===== src/verilog/bbt_pkg.sv =====
package bbt_pkg;
  // ------------------------------------------------------------
  // Dword addresses of the configuration bank
  // ------------------------------------------------------------
  localparam logic [7:0] BBT_OFS_TIMER_HDR = 8'h0C;
  localparam logic [7:0] BBT_OFS_BUS_NUMS  = 8'h18;
  localparam logic [7:0] BBT_OFS_IO_WINDOW = 8'h1C;

  // ------------------------------------------------------------
  // Field positions (low bit of each byte or nibble field)
  // ------------------------------------------------------------
  localparam int BBT_POS_PRI_TIMER  = 8;
  localparam int BBT_POS_HDR_CODE   = 16;
  localparam int BBT_POS_UP_BUS     = 0;
  localparam int BBT_POS_DOWN_BUS   = 8;
  localparam int BBT_POS_SUB_BUS    = 16;
  localparam int BBT_POS_SEC_TIMER  = 24;
  localparam int BBT_POS_IO_IND     = 0;
  localparam int BBT_POS_IO_BASE    = 4;

  // ------------------------------------------------------------
  // Fixed codes and values after reset
  // ------------------------------------------------------------
  localparam logic [7:0] BBT_HDR_CODE      = 8'h01;
  localparam logic [3:0] BBT_IO32_IND      = 4'h1;
  localparam logic [7:0] BBT_RST_TIMER     = 8'h00;
  localparam logic [7:0] BBT_RST_BUS       = 8'h00;
  localparam logic [3:0] BBT_RST_IO_BASE   = 4'h0;
  localparam logic [11:0] BBT_IO_LOW_ZERO  = 12'h000;
  localparam logic [11:0] BBT_IO_LOW_ONES  = 12'hFFF;
endpackage

===== src/verilog/bbt_config_bank.sv =====
`timescale 1ns/1ns

// Functional notes
// [RULE_01] The primary burst timer loads its limit at our primary frame start and counts clocks.
// [RULE_02] With a zero primary limit and the grant removed we leave after the first data transfer, except MWI.
// [RULE_03] An expired timer with the grant removed ends the burst at the next data phase, MWI at a line boundary.
// [RULE_04] The secondary burst timer loads its own limit at our secondary frame start and counts clocks.
// [RULE_05] With a zero secondary limit and the grant removed we end after the first transfer, except MWI.
// [RULE_06] Bits 23:16 of dword 0x0C read a fixed layout code of 0x01.
// [RULE_07] Secondary Type 1 requests to the upstream bus become special cycles, others outside go upstream.
// [RULE_08] Primary Type 1 requests to the downstream bus are claimed and turned into Type 0 or special cycles.
// [RULE_09] Primary Type 1 requests above downstream and up to the highest bus are claimed and passed as Type 1.
// [RULE_10] The low nibble of the I/O window bottom byte reads 0x1 for 32-bit I/O decode.
// [RULE_11] Bits 7:4 hold address bits 15:12 of the window bottom, low 12 bits zero, upper 16 from outside.
// [RULE_12] The limit nibble gives address bits 15:12 of the window top at 4 kB granularity.
// [RULE_13] I/O addresses from bottom to top inclusive are forwarded, with the top's low 12 bits all ones.
module bbt_config_bank
(
  input  wire logic        clk,
  input  wire logic        rst_n,
  input  wire logic        cfg_wr,
  input  wire logic        cfg_rd,
  input  wire logic [7:0]  cfg_dword_addr,
  input  wire logic [3:0]  upstream_cmd_byte_en_n,
  input  wire logic [31:0] cfg_wdata,
  output logic      [31:0] cfg_rdata,
  input  wire logic        pri_frame_start,
  input  wire logic        pri_mastering,
  input  wire logic        pri_grant,
  input  wire logic        pri_mwi,
  input  wire logic        pri_data_xfer,
  input  wire logic        pri_line_boundary,
  output logic             pri_stop_burst,
  input  wire logic        sec_frame_start,
  input  wire logic        sec_mastering,
  input  wire logic        sec_grant,
  input  wire logic        sec_mwi,
  input  wire logic        sec_data_xfer,
  input  wire logic        sec_line_boundary,
  output logic             sec_stop_burst,
  input  wire logic        pri_t1_valid,
  input  wire logic [7:0]  pri_t1_bus,
  output logic             pri_t1_claim,
  output logic             pri_t1_to_local,
  output logic             pri_t1_pass_on,
  input  wire logic        sec_t1_valid,
  input  wire logic [7:0]  sec_t1_bus,
  input  wire logic        sec_t1_special_req,
  output logic             sec_t1_to_special,
  output logic             sec_t1_upstream,
  input  wire logic [15:0] io_base_upper,
  input  wire logic [3:0]  io_limit_nibble,
  input  wire logic [15:0] io_limit_upper,
  input  wire logic        io_req_valid,
  input  wire logic [31:0] io_req_addr,
  output logic             io_forward
);
  import bbt_pkg::*;

  // ------------------------------------------------------------
  // State
  // ------------------------------------------------------------
  typedef struct packed {
    logic [7:0]  pri_limit;
    logic [7:0]  sec_limit;
    logic [7:0]  up_bus;
    logic [7:0]  down_bus;
    logic [7:0]  sub_bus;
    logic [3:0]  io_base;
    logic [7:0]  pri_count;
    logic [7:0]  sec_count;
    logic        pri_first;
    logic        sec_first;
    logic        pri_stop;
    logic        sec_stop;
    logic        p_claim;
    logic        p_local;
    logic        p_pass;
    logic        s_special;
    logic        s_up;
    logic        io_fwd;
    logic [31:0] rdata;
  } bbt_state_t;

  bbt_state_t state;
  bbt_state_t next_state;

  // ------------------------------------------------------------
  // Helpers
  // ------------------------------------------------------------
  function automatic logic [7:0] f_byte_wr(input logic [7:0] cur, input logic [31:0] wd,
                                           input logic [3:0] be_n, input int lane);
    f_byte_wr = be_n[lane] ? cur : wd[lane*8 +: 8];
  endfunction

  // Count down from the limit; zero means expired and stays there
  function automatic logic [7:0] f_count(input logic [7:0] cnt, input logic [7:0] limit,
                                         input logic start, input logic active);
    if (start)
      f_count = limit;
    else if (active && cnt != 8'h00)
      f_count = cnt - 8'h01;
    else
      f_count = cnt;
  endfunction

  // Grant gone and time up: leave once a transfer is done; MWI waits for the line end
  function automatic logic f_stop(input logic active, input logic grant, input logic [7:0] cnt,
                                  input logic first, input logic mwi, input logic boundary);
    f_stop = active && !grant && cnt == 8'h00 && first && (!mwi || boundary);
  endfunction

  logic [31:0] io_bottom;
  logic [31:0] io_top;

  // ------------------------------------------------------------
  // Next-state logic
  // ------------------------------------------------------------
  always_comb
  begin
    next_state = state;
    io_bottom = {io_base_upper, state.io_base, BBT_IO_LOW_ZERO}; // [RULE_11]
    io_top = {io_limit_upper, io_limit_nibble, BBT_IO_LOW_ONES}; // [RULE_12] [RULE_13]

    if (cfg_wr)
    begin
      unique case (cfg_dword_addr)
        BBT_OFS_TIMER_HDR:
        begin
          next_state.pri_limit = f_byte_wr(state.pri_limit, cfg_wdata,
                                           upstream_cmd_byte_en_n, 1); // [RULE_01]
        end
        BBT_OFS_BUS_NUMS:
        begin
          next_state.up_bus = f_byte_wr(state.up_bus, cfg_wdata, upstream_cmd_byte_en_n, 0);
          next_state.down_bus = f_byte_wr(state.down_bus, cfg_wdata, upstream_cmd_byte_en_n, 1);
          next_state.sub_bus = f_byte_wr(state.sub_bus, cfg_wdata, upstream_cmd_byte_en_n, 2);
          next_state.sec_limit = f_byte_wr(state.sec_limit, cfg_wdata,
                                           upstream_cmd_byte_en_n, 3); // [RULE_04]
        end
        BBT_OFS_IO_WINDOW:
        begin
          if (!upstream_cmd_byte_en_n[0])
            next_state.io_base = cfg_wdata[BBT_POS_IO_BASE +: 4]; // [RULE_11]
        end
        default:
        begin
        end
      endcase
    end

    // Reads return the whole dword; fields owned elsewhere read as zero here
    if (cfg_rd)
    begin
      next_state.rdata = 32'h0000_0000;
      unique case (cfg_dword_addr)
        BBT_OFS_TIMER_HDR:
        begin
          next_state.rdata[BBT_POS_PRI_TIMER +: 8] = state.pri_limit;
          next_state.rdata[BBT_POS_HDR_CODE +: 8] = BBT_HDR_CODE; // [RULE_06]
        end
        BBT_OFS_BUS_NUMS:
        begin
          next_state.rdata[BBT_POS_UP_BUS +: 8] = state.up_bus;
          next_state.rdata[BBT_POS_DOWN_BUS +: 8] = state.down_bus;
          next_state.rdata[BBT_POS_SUB_BUS +: 8] = state.sub_bus;
          next_state.rdata[BBT_POS_SEC_TIMER +: 8] = state.sec_limit;
        end
        BBT_OFS_IO_WINDOW:
        begin
          next_state.rdata[BBT_POS_IO_IND +: 4] = BBT_IO32_IND; // [RULE_10]
          next_state.rdata[BBT_POS_IO_BASE +: 4] = state.io_base;
        end
        default:
        begin
        end
      endcase
    end

    // Burst timers
    next_state.pri_count = f_count(state.pri_count, state.pri_limit,
                                   pri_frame_start, pri_mastering); // [RULE_01]
    next_state.sec_count = f_count(state.sec_count, state.sec_limit,
                                   sec_frame_start, sec_mastering); // [RULE_04]
    // A transfer landing on the frame-start cycle still counts: the set wins over the clear
    if (pri_data_xfer)
      next_state.pri_first = 1'b1;
    else if (pri_frame_start)
      next_state.pri_first = 1'b0;
    if (sec_data_xfer)
      next_state.sec_first = 1'b1;
    else if (sec_frame_start)
      next_state.sec_first = 1'b0;
    next_state.pri_stop = f_stop(pri_mastering, pri_grant, state.pri_count, state.pri_first,
                                 pri_mwi, pri_line_boundary); // [RULE_02] [RULE_03]
    next_state.sec_stop = f_stop(sec_mastering, sec_grant, state.sec_count, state.sec_first,
                                 sec_mwi, sec_line_boundary); // [RULE_05] [RULE_03]

    // Primary-side Type 1 decode
    next_state.p_claim = 1'b0;
    next_state.p_local = 1'b0;
    next_state.p_pass = 1'b0;
    if (pri_t1_valid)
    begin
      if (pri_t1_bus == state.down_bus)
      begin
        next_state.p_claim = 1'b1; // [RULE_08]
        next_state.p_local = 1'b1;
      end
      else if (pri_t1_bus > state.down_bus && pri_t1_bus <= state.sub_bus)
      begin
        next_state.p_claim = 1'b1; // [RULE_09]
        next_state.p_pass = 1'b1;
      end
    end

    // Secondary-side Type 1 decode: buses behind us stay local
    next_state.s_special = 1'b0;
    next_state.s_up = 1'b0;
    if (sec_t1_valid)
    begin
      if (sec_t1_bus == state.up_bus && sec_t1_special_req)
        next_state.s_special = 1'b1; // [RULE_07]
      else if (sec_t1_bus < state.down_bus || sec_t1_bus > state.sub_bus)
        next_state.s_up = 1'b1; // [RULE_07]
    end

    next_state.io_fwd = io_req_valid && io_req_addr >= io_bottom
                        && io_req_addr <= io_top; // [RULE_13]
  end

  // ------------------------------------------------------------
  // Registers
  // ------------------------------------------------------------
  always_ff @(posedge clk or negedge rst_n)
  begin
    if (!rst_n)
    begin
      state <= '0;
      state.pri_limit <= BBT_RST_TIMER;
      state.sec_limit <= BBT_RST_TIMER;
      state.up_bus <= BBT_RST_BUS;
      state.down_bus <= BBT_RST_BUS;
      state.sub_bus <= BBT_RST_BUS;
      state.io_base <= BBT_RST_IO_BASE;
    end
    else
      state <= next_state;
  end

  assign cfg_rdata = state.rdata;
  assign pri_stop_burst = state.pri_stop;
  assign sec_stop_burst = state.sec_stop;
  assign pri_t1_claim = state.p_claim;
  assign pri_t1_to_local = state.p_local;
  assign pri_t1_pass_on = state.p_pass;
  assign sec_t1_to_special = state.s_special;
  assign sec_t1_upstream = state.s_up;
  assign io_forward = state.io_fwd;
endmodule


===== config.mk =====
export PLATFORM = sky130hd
export DESIGN_NAME = bbt_config_bank
export DESIGN_NICKNAME = d
export VERILOG_FILES = /design/src/verilog/bbt_pkg.sv /design/src/verilog/bbt_config_bank.sv
export SDC_FILE = /design/constraint.sdc
export NUM_CORES = 1
export LEC_CHECK = 0
export BUFFER_PORTS_ARGS = -buffer_cell sky130_fd_sc_hd__buf_4
export CAP_MARGIN = 30
export CORE_MARGIN = 3
export CORE_UTILIZATION = 40
export DETAILED_ROUTE_END_ITERATION = 10
export GPL_TIMING_DRIVEN = 1
export PLACE_DENSITY = 0.65
export RECOVER_POWER = 25
export SETUP_SLACK_MARGIN = 0.3
export SLEW_MARGIN = 25
export SYNTH_ARGS = -nofsm -noshare
export SYNTH_HDL_FRONTEND = slang
export SYNTH_SLANG_ARGS = --single-unit

===== constraint.sdc =====
create_clock -name clk -period 2.6 [get_ports clk]
set_input_delay 0 -clock clk [delete_from_list [all_inputs] [get_ports clk]]
set_output_delay 0 -clock clk [all_outputs]
set_load 0.02 [all_outputs]

==> impl_results.md, run 1 <==
* Post-synthesis mux area share at 6.19%
* Syn nets at 887
* HP Class: in2reg
* Mean number of vias per cell at 4.88
* H-tree depth at 3
* Placed insts at just over 1000
* Post-synthesis simple-gate area fraction at 13.9%
* Filler Cell Count at 1392
* RSZ-0062 raised after global routing: no
* Seq pwr share at a little over two fifths
* Number of detailed-routing iterations run before antenna repair at 4
* Synth cell types at 49
* CP Max Fanout at 2
* Crit path time final at 2140 ps
* Warnings from Yosys at 0
* Leakage at 4.32 nW
* Synth Area in Adders at 14.7%
* Final hold vios at 0
* Worst setup EP type: register
* Required time of the worst setup path at between 2000 and 3000 ps
* Pin count of the biggest net entering global routing at 65
* Finished Cell Area at 8510 µm²
* Clk buf depth at 2
* Share of cells above drive strength 1 at 28.5%
* Initial Util at slightly above 40%
* Most used flip-flop cell after synthesis: dfrtp_1
* Detail Placement HPWL at about 13 mm
* Arrival @ worst endpoint at 2410 ps
* Placed instance area at 7780 µm²
* MaxCap Viol Count at 0
* Clk_skew at ~3.8 ps
* Worst vdd ir at 0.000328 V
* Clock Latency Late Sink at roughly 340 ps
* Layout Cells excl Fill at 1079
* GP Congestion at 0.840
* Std-Cell Rows at 45
* EDFF count, synth at 0
* Compound-Gate Fraction of Synth Area at 12.5%
* ANT nets after route at 0
* Fmax at roughly 470 MHz
* PortBufs at 187
* Synth area leader: dfrtp_1
* Startpoint Class: register
* Ant diodes at 0
* GRT Overall Usage at 18.8%
* Final period util at 82.4%
* Initial antenna violation count at 0
* Seq/Total Area, Yosys at 40.1%
* Switch share at 29.5%
* Residual DRC at 0
* Sum Neg Setup Slack at 0 ps
* Dominant cells by area after synthesis: dfrtp_1 (40%), ha_1 (15%), mux2_2 (6.0%), inv_1 (4.9%), o21ai_0 (4.6%)
* Share of flip-flops with an asynchronous set or reset at 100%
* Drt initial violations at 197
* Synth Cell Area at 6370 µm²
* Clk pwr share at 30.0%
* Pwr Total at roughly 4.5 mW
* Xor/xnor share of the synthesized area at under 10%
* Layout area overhead at 33.6%
* # setup viols final at 0
* Core ar. at roughly 15000 µm²
* Slew @ Worst Pin at between 1000 and 1500 ps
* Synth Register Bits at 102
* Cells after Synth at about 660
* Comb power frac at ~28%
* Clk slew on worst S/H paths at 60 ps
* Status: finished, final reports clean
* Post-synth top cells: dfrtp_1 (102), inv_1 (83), ha_1 (75), o21ai_0 (58), nand2_1 (44)
* Avg WL per Cell at 14.9 µm
* Total Nets Final at ~1100
* Fin. max-slew vios at 0
* Count leader, synth: dfrtp_1
* Vias in the first global route at 5562
* Area of the multi-input gates at 3210 µm²
* WS Path Type: reg2reg
* Root Driver: clkbuf_16
* Sinks on Clock Net at 102
* Syn Area/Cell at ~9.6 µm²
* Die W at 132 µm
* Max-Slew Margin vs Limit at 2.89%
* First-pass GRT wire length at 26.8 mm
* Int Pwr at 3.15 mW
* Io pins at 188
* Largest family of logic cells by synthesized area: adder cells
* Via count at around 5300
* WL final at 16.1 mm
* Storage cell area at 2550 µm²
* Die area at 17500 µm²
* Area share of the largest cell type after synthesis at between 40 and 50%
* Net switching power at 1.32 mW
* Pwr per Cell Area at 525 nW/µm²
* Die Span Y at 132 µm
* TritonCTS clock tree: yes
* CTS Buf Count at 9
* Grt ovf at 0
kinds of logic after synthesis:
logic type                 after synthesis
and+or+nand+nor                        161
xor gates and xnor gates                22
DFF                                    102
AOI/OAI and AO/OA                      138
muxes                                   35
adders and majority gates               75
buffers and inverters                  131
sequential cells by signal, summed over array words and instances (netlist names):
| register | cells |
|---|---|
| sec_t1_upstream | 1 |
| sec_t1_to_special | 1 |
| io_forward | 1 |
| cfg_rdata | 32 |
| pri_t1_to_local | 1 |
| pri_t1_pass_on | 1 |
| sec_stop_burst | 1 |
| io_bottom | 4 |
| state | 58 |
| pri_t1_claim | 1 |
| pri_stop_burst | 1 |
layout by cell type (no fill, tap or decap), drive strengths merged, types with 2 or more instances in the layout:
master and count:
nand3 28, a21oi 42, and3 4, nor2 27, and3b 2, or4b 3
a21o 14, nand2 45, ha 75, nand2b 6, a221oi 2, nor2b 4
buf 189, xnor2 12, clkinvlp 2, dlygate4sd3 45, xor2 10, a22oi 12
and4 2, dfrtp 102, clkbuf 15, nor3b 2, mux2 35, inv 83
nand4b 3, nand4 10, nor3 8, nor4b 4, o21ai 58, nor4 10
what timing repair did:
item	in CTS	in global routing
hold buffers	45	0
endpoints found under the hold margin	140	0
buffers inserted	0	0
resized for setup	0	2
setup endpoints to repair	0	1
path summary, 6_finish.rpt:
path,startpoint,end,slack (ps),cells after the start
min in group asynchronous,rst_n,state[40]$_DFFE_PN0P_,530,2
setup / recovery,io_bottom[13]$_DFFE_PN0P_,io_forward$_DFF_PN0_,460,8
max in group asynchronous,rst_n,cfg_rdata[7]$_DFFE_PN0P_,630,3
hold reg to reg,state[41]$_DFFE_PN0P_,state[41]$_DFFE_PN0P_,490,1
hold / removal,upstream_cmd_byte_en_n[1],state[70]$_DFFE_PN0P_,30,3
setup reg to reg,io_bottom[13]$_DFFE_PN0P_,io_forward$_DFF_PN0_,460,8
critical path, cell delays in order (launching register included):
cell      delay (ps)
dfrtp_1          350
inv_1             60
ha_1             300
or4b_2           610
nor4_2           230
a311oi_1         120
o21ai_1          180
a221oi_1         100
a21oi_1          120
power groups by stage:
stage | clock network, mW | registers, mW | logic [mW]
floorplan | 0 | 1.89 | 0.783
global placement | 0 | 1.91 | 1.17
detailed placement | 0 | 1.91 | 1.19
CTS | 1.38 | 1.89 | 1.25
global route | 1.44 | 1.91 | 1.41
finish | 1.34 | 1.89 | 1.24
layout make-up:
cell class,count,area share (%)
multi-input combinational,431,37.7
sequential,102,30.0
timing repair buffer,237,22.1
inverter,83,3.66
tap,211,3.10
clock buffer,12,2.90
clock inverter,3,0.529
routing by layer:
layer	vias to the layer above	GRT usage [%]	routed length, µm	part of all wire (%)
li1	2681	-	-	-
met1	2436	24.6	7160	44
met2	133	31.8	7880	49
met3	19	3.40	762	4.7
met4	0	5.43	299	1.9
met5	-	0	0	0
metrics by stage:
| step | hold WS (ps) | setup WS (ps) | util (%) |
|---|---|---|---|
| 6_report | 33.1 | 458 | 55.4 |
| 5_1_grt | 36.2 | 181 | 55.4 |
| 3_3_place_gp | -56.5 | 358 | 50.6 |
| 2_1_floorplan | -296 | 589 | - |
| 3_5_place_dp | -58.0 | 323 | 50.6 |
| 4_1_cts | 17.6 | 348 | 55.5 |
Note: power is estimated with default switching activity, not from simulation.
==> run 2: changes to the inputs <==
--- a/config.mk
+++ b/config.mk
@@ -5,6 +5,7 @@
 export SDC_FILE = /design/constraint.sdc
 export NUM_CORES = 1
 export LEC_CHECK = 0
+export ABC_AREA = 1
 export BUFFER_PORTS_ARGS = -buffer_cell sky130_fd_sc_hd__buf_4
 export CAP_MARGIN = 30
 export CORE_MARGIN = 3
==> constraint.sdc (replaced) <==
create_clock -name clk -period 2.2 [get_ports clk]
set_input_delay 0 -clock clk [delete_from_list [all_inputs] [get_ports clk]]
set_output_delay 0 -clock clk [all_outputs]
set_load 0.02 [all_outputs]
==> run 2 against run 1 <==
  * Sequential cell count stayed put
  * Sequential power is 11% higher
  * Total power increased by 14%
  * Setup slack got worse by 140 ps
  * Non-clock buffer count increased by 6
  * Die area rose by 6.8%
==> impl_results.md, run 2 <==
* Status: finished, final reports clean
* Most frequent cells in the layout: nand2_1 (275), buf_4 (185), inv_1 (140)
* Syn nets at 1123 (+27%)
* Fmax at 532 MHz
* RSZ-0062 raised after global routing: no
* Commonest non-fill, non-tap cell in the layout: nand2_1
* Std-Cell Rows at 47 (+4.4%)
* Warnings from Yosys at 0 (unchanged)
* CP Buf/Inv Count at 2 (+1)
* Root Driver: clkbuf_16
* Synth Register Bits at 102 (unchanged)
* Post-synth top cells: nand2_1 (275), inv_1 (140), dfrtp_1 (102), ha_1 (75), nor2_1 (65)
* Fin Hold WS at 10.2 ps (-22.9 ps)
* Ant diodes at 0 (unchanged)
* Worst setup EP type: register
* Crit path time final at 1880 ps
* Io pins at 188 (unchanged)
* WS Path Type: in2reg
* Critical path, cell by cell: clkbuf_4 -> or2_0 -> nor3_1 -> nand2_2 -> nor2_4 -> nand3_1 -> dlygate4sd3_1 -> nand2_1
* Startpoint Class: primary input
* EDFF count, synth at 0 (unchanged)
* Final period util at between 80 and 90%
* Number of detailed-routing iterations run before antenna repair at 5 (+1)
* First-pass GRT wire length at 29.7 mm (+11%)
* Initial Util at 41.0% (-0.43 points)
* PortBufs at 187 (unchanged)
* Count leader, synth: nand2_1
* Pwr Total at 5.07 mW (+14%)
* Sum Neg Setup Slack at 0 ps (unchanged)
* Post-Place Worst Slack at 416 ps (+92.7 ps)
* Finished Cell Area at 9040 µm² (+6.2%)
* Arrival @ worst endpoint at 2180 ps (-230 ps)
* Die Span Y at 137 µm (+3.4%)
* Synth Cell Area at 6830 µm² (+7.1%)
* Via count at 6240 (+18%)
* ANT nets after route at 0 (unchanged)
* Slowest stage cell, crit path: dlygate4sd3_1
* Max-Slew Margin vs Limit at 15.9% (+13 points)
* Final hold vios at 0 (unchanged)
* Die W at 137 µm (+3.4%)
* HP Class: in2reg
* Largest delay contributor family on the critical path: simple AND/OR/NAND/NOR gates
* Drt initial violations at 332 (+69%)
* Avg WL per Cell at 14.0 µm (-6.4%)
* HP Start: cfg_rd
* Synth cell types at 39 (-20%)
* Worst path max stage delay at 600 ps (about the same)
* Residual DRC at 0 (unchanged)
* GP Congestion at 0.819 (-2.5%)
* Crit path from: cfg_dword_addr[7]
* GRT Overall Usage at 20.2% (+1.4 points)
* Clk buf depth at 2 (unchanged)
* CTS Buf Count at 9 (unchanged)
* Area share of the largest cell type after synthesis at 37.4% (-2.7 points)
* Reg2reg start: state[77]$_DFFE_PN0P_
* Required time of the worst setup path at 2490 ps (-380 ps)
* Total Nets Final at 1330 (+22%)
* Sinks on Clock Net at 102 (unchanged)
* Share of cells above drive strength 1 at 20.1% (-8.3 points)
* Post-CTS sizing at 0 (unchanged)
* Util after Layout at 54.3% (-1.0 points)
* Placed instance area at 8250 µm² (+6.0%)
* Synth area leader: dfrtp_1
* Dominant cells by area after synthesis: dfrtp_1 (37%), nand2_1 (15%), ha_1 (14%), inv_1 (7.7%), buf_4 (3.6%)
* Clk slew on worst S/H paths at 70 ps (about the same)
* Core ar. at 16600 µm² (+8.3%)
* # setup viols final at 0 (unchanged)
* Initial antenna violation count at 0 (unchanged)
* H-tree depth at 3 (unchanged)
* Number of flip-flops in the largest register at 58 (unchanged)
* Pin count of the biggest net entering global routing at 48 (-26%)
* Filler Cell Count at 1653 (+19%)
* Slew @ Worst Pin at 1260 ps (-195 ps)
* Leakage at 4.95 nW (+14%)
* MaxCap Viol Count at 0 (unchanged)
* Die area at 18700 µm² (+6.8%)
* Mean number of vias per cell at 4.68 (-4.1%)
* PnR worst setup slack at 319 ps (-138 ps)
* Reg with most FFs: state
* Vias in the first global route at 6145 (+10%)
* Clock Latency Late Sink at 350 ps (about the same)
* Seq/Total Area, Yosys at 37.4% (-2.7 points)
* WL final at 18.6 mm (+16%)
* Worst vdd ir at 0.000417 V (+27%)
* CP Max Fanout at 15 (+13)
* Syn Area/Cell at 7.59 µm² (-21%)
* Detail Placement HPWL at 14.7 mm (+16%)
* Placed insts at 1266 (+24%)
* Layout Cells excl Fill at 1332 (+23%)
* Clk_skew at 9.82 ps (+6.06 ps)
* TritonCTS clock tree: yes
* Fin. max-slew vios at 0 (unchanged)
* Most used flip-flop cell after synthesis: dfrtp_1
* Grt ovf at 0 (unchanged)
* Layout area overhead at 32.5%
* Cells after Synth at 900 (+36%)
* Share of flip-flops with an asynchronous set or reset at 100% (unchanged)
* Pwr per Cell Area at 561 nW/µm² (+6.9%)
==> run 2: changes by cell type after synthesis, moves of 11 or more <==
cell / change
nand2_1: +231
inv_1: +57
nor2_1: +41
mux2_2: -34
o21ai_0: -21
a22oi_1: -12
o31ai_1: +11
==> run 2: routing by layer <==
metal / routed length (µm) / GRT usage, % / part of all wire, % / vias to the layer above
met5: 0 / 0 / 0 / -
met4: 218 / 4.26 / 1.2 / 0
met3: 1170 / 4.56 / 6.3 / 16
met2: 8840 / 34.6 / 48 / 166
met1: 8360 / 26.1 / 45 / 2823
li1: - / - / - / 3235
==> run 2: cell families (layout without fill, tap and decap cells) <==
| logic type | count (synthesis) | count (layout) | share of synthesized area, % |
|---|---|---|---|
| flops | 102 | 102 | 37.4 |
| simple gates | 400 | 400 | 24.4 |
| compound gates | 121 | 121 | 10.4 |
| fa+ha+maj | 75 | 75 | 13.7 |
| xor+xnor | 13 | 13 | 1.67 |
| buf+inv | 189 | 401 | 12.4 |
==> run 2: final timing paths <==
path	depth (start not counted)	slack [ps]	endpoint
worst max register to register	7	540	pri_t1_claim$_DFF_PN0_
min in group asynchronous	2	440	state[56]$_DFFE_PN0P_
max in group asynchronous	3	890	io_bottom[14]$_DFFE_PN0P_
worst min register to register	2	480	cfg_rdata[13]$_DFFE_PN0P_
worst min-delay path	3	10	cfg_rdata[15]$_DFFE_PN0P_
worst max-delay path	8	320	state[80]$_DFFE_PN0P_
==> run 2: report_power, final <==
| part | internal [mW] | leakage (nW) | switching, mW | total (mW) |
|---|---|---|---|---|
| logic | 0.596 | 3.46 | 0.694 | 1.29 |
| registers | 2.00 | 1.34 | 0.0983 | 2.09 |
| clock network | 0.956 | 0.154 | 0.727 | 1.68 |
| total | 3.55 | 4.95 | 1.52 | 5.07 |
==> run 2: worst min-delay path, cell delays in order <==
cell     delay [ps]
buf_4           200
nand2_1          90
nand2_1          40
==> run 2: final cells by class <==
class | count | area, µm² | area share (%)
clock inverter | 5 | 66.3 | 0.733
multi-input combinational | 609 | 3420 | 37.8
inverter | 142 | 533 | 5.89
timing repair buffer | 243 | 1940 | 21.5
sequential | 102 | 2550 | 28.2
clock buffer | 11 | 253 | 2.80
tap | 220 | 275 | 3.04
==> run 2: timing repair <==
action	in CTS	in global routing
hold buffers	50	0
hold endpoints to repair	110	0
buffers inserted	0	0
==> run 3: changes to the inputs <==
--- a/config.mk
+++ b/config.mk
@@ -13,7 +13,7 @@
 export DETAILED_ROUTE_END_ITERATION = 10
 export GPL_TIMING_DRIVEN = 1
 export PLACE_DENSITY = 0.65
-export RECOVER_POWER = 25
+export RECOVER_POWER = 100
 export SETUP_SLACK_MARGIN = 0.3
 export SLEW_MARGIN = 25
 export SYNTH_ARGS = -nofsm -noshare
==> run 3 against run 2 <==
  * Highest routed layer unchanged
  * Setup slack gained 87 ps
  * Via count shrank 0.63%
  * Design area shrank 2.5%
  * Die area is the same
  * Clock skew shrank 0.56 ps
==> impl_results.md, run 3 (same netlist as run 2, synthesis figures left out) <==
* Largest delay contributor family on the critical path: buffers and inverters
* Clk slew on worst S/H paths at 70 ps (about the same)
* Clk pwr share at 33.4% (+0.2 points)
* Worst setup EP type: register
* CTS Buf Count at 9 (unchanged)
* Crit path from: pri_grant
* GRT Overall Usage at 20.2% (unchanged)
* Final period util at 81.5% (-4.0 points)
* Worst vdd ir at 0.000419 V (+0.57%)
* HP Start: upstream_cmd_byte_en_n[3]
* Worst R2R Setup Slack at 540 ps (about the same)
* Die W at 137 µm (unchanged)
* Via count at 6201 (-0.63%)
* Worst path max stage delay at 560 ps (-40 ps)
* Fmax at 558 MHz (+4.9%)
* Number of flip-flops in the largest register at 58 (unchanged)
* Critical path, cell by cell: dlygate4sd3_1 -> clkbuf_4 -> a21oi_1 -> dlygate4sd3_1 -> nand3_1 -> dlygate4sd3_1 -> nor2_1
* Initial Util at 41.0% (unchanged)
* Drt initial violations at 380 (+14%)
* WL final at 18.7 mm (+0.34%)
* Post-CTS sizing at 0 (unchanged)
* Commonest non-fill, non-tap cell in the layout: nand2_1
* Avg WL per Cell at 14.0 µm (+0.34%)
* Share of cells above drive strength 1 at 15.4% (-4.8 points)
* PortBufs at 187 (unchanged)
* Max-Slew Margin vs Limit at 18.3% (+2.4 points)
* CP Max Fanout at 1 (-14)
* Root Driver: clkbuf_16
* Std-Cell Rows at 47 (unchanged)
* Int Pwr at 3.53 mW (-0.41%)
* Required time of the worst setup path at 2490 ps (about the same)
* Clk_skew at 9.26 ps (-0.558 ps)
* MaxCap Viol Count at 0 (unchanged)
* Residual DRC at 0 (unchanged)
* Switch share at 30.0% (+0.044 points)
* Most frequent cells in the layout: nand2_1 (279), buf_4 (142), inv_1 (141)
* Die area at 18700 µm² (unchanged)
* Total Nets Final at 1330 (unchanged)
* First-pass GRT wire length at 29.7 mm (unchanged)
* Clk buf depth at 2 (unchanged)
* Detail Placement HPWL at 14.7 mm (unchanged)
* Worst reg-to-reg path cell count at 7 (unchanged)
* Core ar. at 16600 µm² (unchanged)
* Number of detailed-routing iterations run before antenna repair at 5 (unchanged)
* TritonCTS clock tree: yes
* Grt ovf at 0 (unchanged)
* CP Buf/Inv Count at 4 (+2)
* Sum Neg Setup Slack at 0 ps (unchanged)
* Filler Cell Count at 1702 (+3.0%)
* Leakage at 4.73 nW (-4.3%)
* Reg2reg start: state[77]$_DFFE_PN0P_
* H-tree depth at 3 (unchanged)
* Pwr per Cell Area at 573 nW/µm² (+2.2%)
* Fin. max-slew vios at 0 (unchanged)
* ANT nets after route at 0 (unchanged)
* Crit path time final at 1790 ps (-87.0 ps)
* # setup viols final at 0 (unchanged)
* Final hold vios at 0 (unchanged)
* Startpoint Class: primary input
* Slew @ Worst Pin at 1220 ps (-36.3 ps)
* Pin count of the biggest net entering global routing at 48 (unchanged)
* Layout area overhead at 29.2%
* Vias in the first global route at 6145 (unchanged)
* Sinks on Clock Net at 102 (unchanged)
* Arrival @ worst endpoint at 2080 ps (-100 ps)
* HP Class: in2reg
* Hold path cells at 4 (+1)
* Critical Path Most Common Cell: dlygate4sd3_1
* Hold Path Sink: state[91]$_DFFE_PN0P_
* Util after Layout at 53.0% (-1.3 points)
* WS Path Type: in2reg
* Seq pwr share at 41.4% (about the same)
* Mean number of vias per cell at 4.66 (-0.63%)
* Slowest stage cell, crit path: dlygate4sd3_1
* Clock Latency Late Sink at 350 ps (about the same)
* Comb power frac at 25.2% (-0.3 points)
* Reg with most FFs: state
* Initial antenna violation count at 0 (unchanged)
* GP Congestion at 0.819 (unchanged)
* Io pins at 188 (unchanged)
* Ant diodes at 0 (unchanged)
* Status: finished, final reports clean
* Die Span Y at 137 µm (unchanged)
* RSZ-0062 raised after global routing: no
* Net switching power at 1.52 mW (-0.20%)
* Terminus of the critical flop-to-flop path: pri_t1_claim$_DFF_PN0_
-- run 3: what timing repair did --
item,4_1_cts,5_1_grt
hold buffers,50,0
endpoints found under the hold margin,110,0
setup buffers,0,0
-- run 3: area by class of cell --
type	count	area [µm²]	area share, %
Multi-Input combinational cell	609	3360	38.2
Sequential cell	102	2550	28.9
Clock inverter	5	66.3	0.752
Clock buffer	11	253	2.87
Inverter	142	533	6.04
Timing Repair Buffer	243	1770	20.1
Tap cell	220	275	3.12
-- run 3: worst max-delay path by stage --
stage / depth (start not counted) / slack [ps] / endpoint
after global routing: 5 / 170 / io_bottom[13]$_DFFE_PN0P_
after global placement: 8 / 470 / state[68]$_DFFE_PN0P_
after floorplan: 7 / 830 / pri_t1_claim$_DFF_PN0_
final: 7 / 410 / pri_stop_burst$_DFF_PN0_
after detailed placement: 8 / 420 / state[67]$_DFFE_PN0P_
after CTS: 7 / 460 / pri_stop_burst$_DFF_PN0_
-- run 3: through the flow --
| stage | area (µm²) | worst slack, ps | hold WS (ps) | cells | total power [mW] |
|---|---|---|---|---|---|
| 2_1_floorplan | 6830 | 828 | -296 | 900 | 2.88 |
| 3_3_place_gp | 8250 | 467 | 70.0 | 1266 | 3.33 |
| 3_5_place_dp | 8250 | 416 | 72.0 | 1266 | 3.36 |
| 4_1_cts | 9070 | 462 | 2.66 | 1332 | 5.13 |
| 5_1_grt | 8820 | 168 | 21.0 | 1332 | 5.37 |
| 6_report | 8820 | 406 | 5.36 | 1332 | 5.05 |
-- run 3: worst min-delay path, cell delays in order --
cell     delay, ps
buf_4           80
inv_1           90
nand3_1        100
nand2_1         50
-- run 3: per-layer routing --
metal  vias up  GRT usage (%)  wire [µm]
met5         -              0          0
met4         0           4.26        218
met3        16           4.56       1050
met2       156           34.6       8830
met1      2795           26.1       8560
li1       3234              -          -
-- run 3: power groups by stage --
stage | clock, mW | sequential (mW) | combinational [mW]
6_report | 1.69 | 2.09 | 1.27
5_1_grt | 1.79 | 2.11 | 1.46
4_1_cts | 1.73 | 2.09 | 1.31
3_5_place_dp | 0 | 2.13 | 1.23
3_3_place_gp | 0 | 2.13 | 1.21
2_1_floorplan | 0 | 2.11 | 0.762
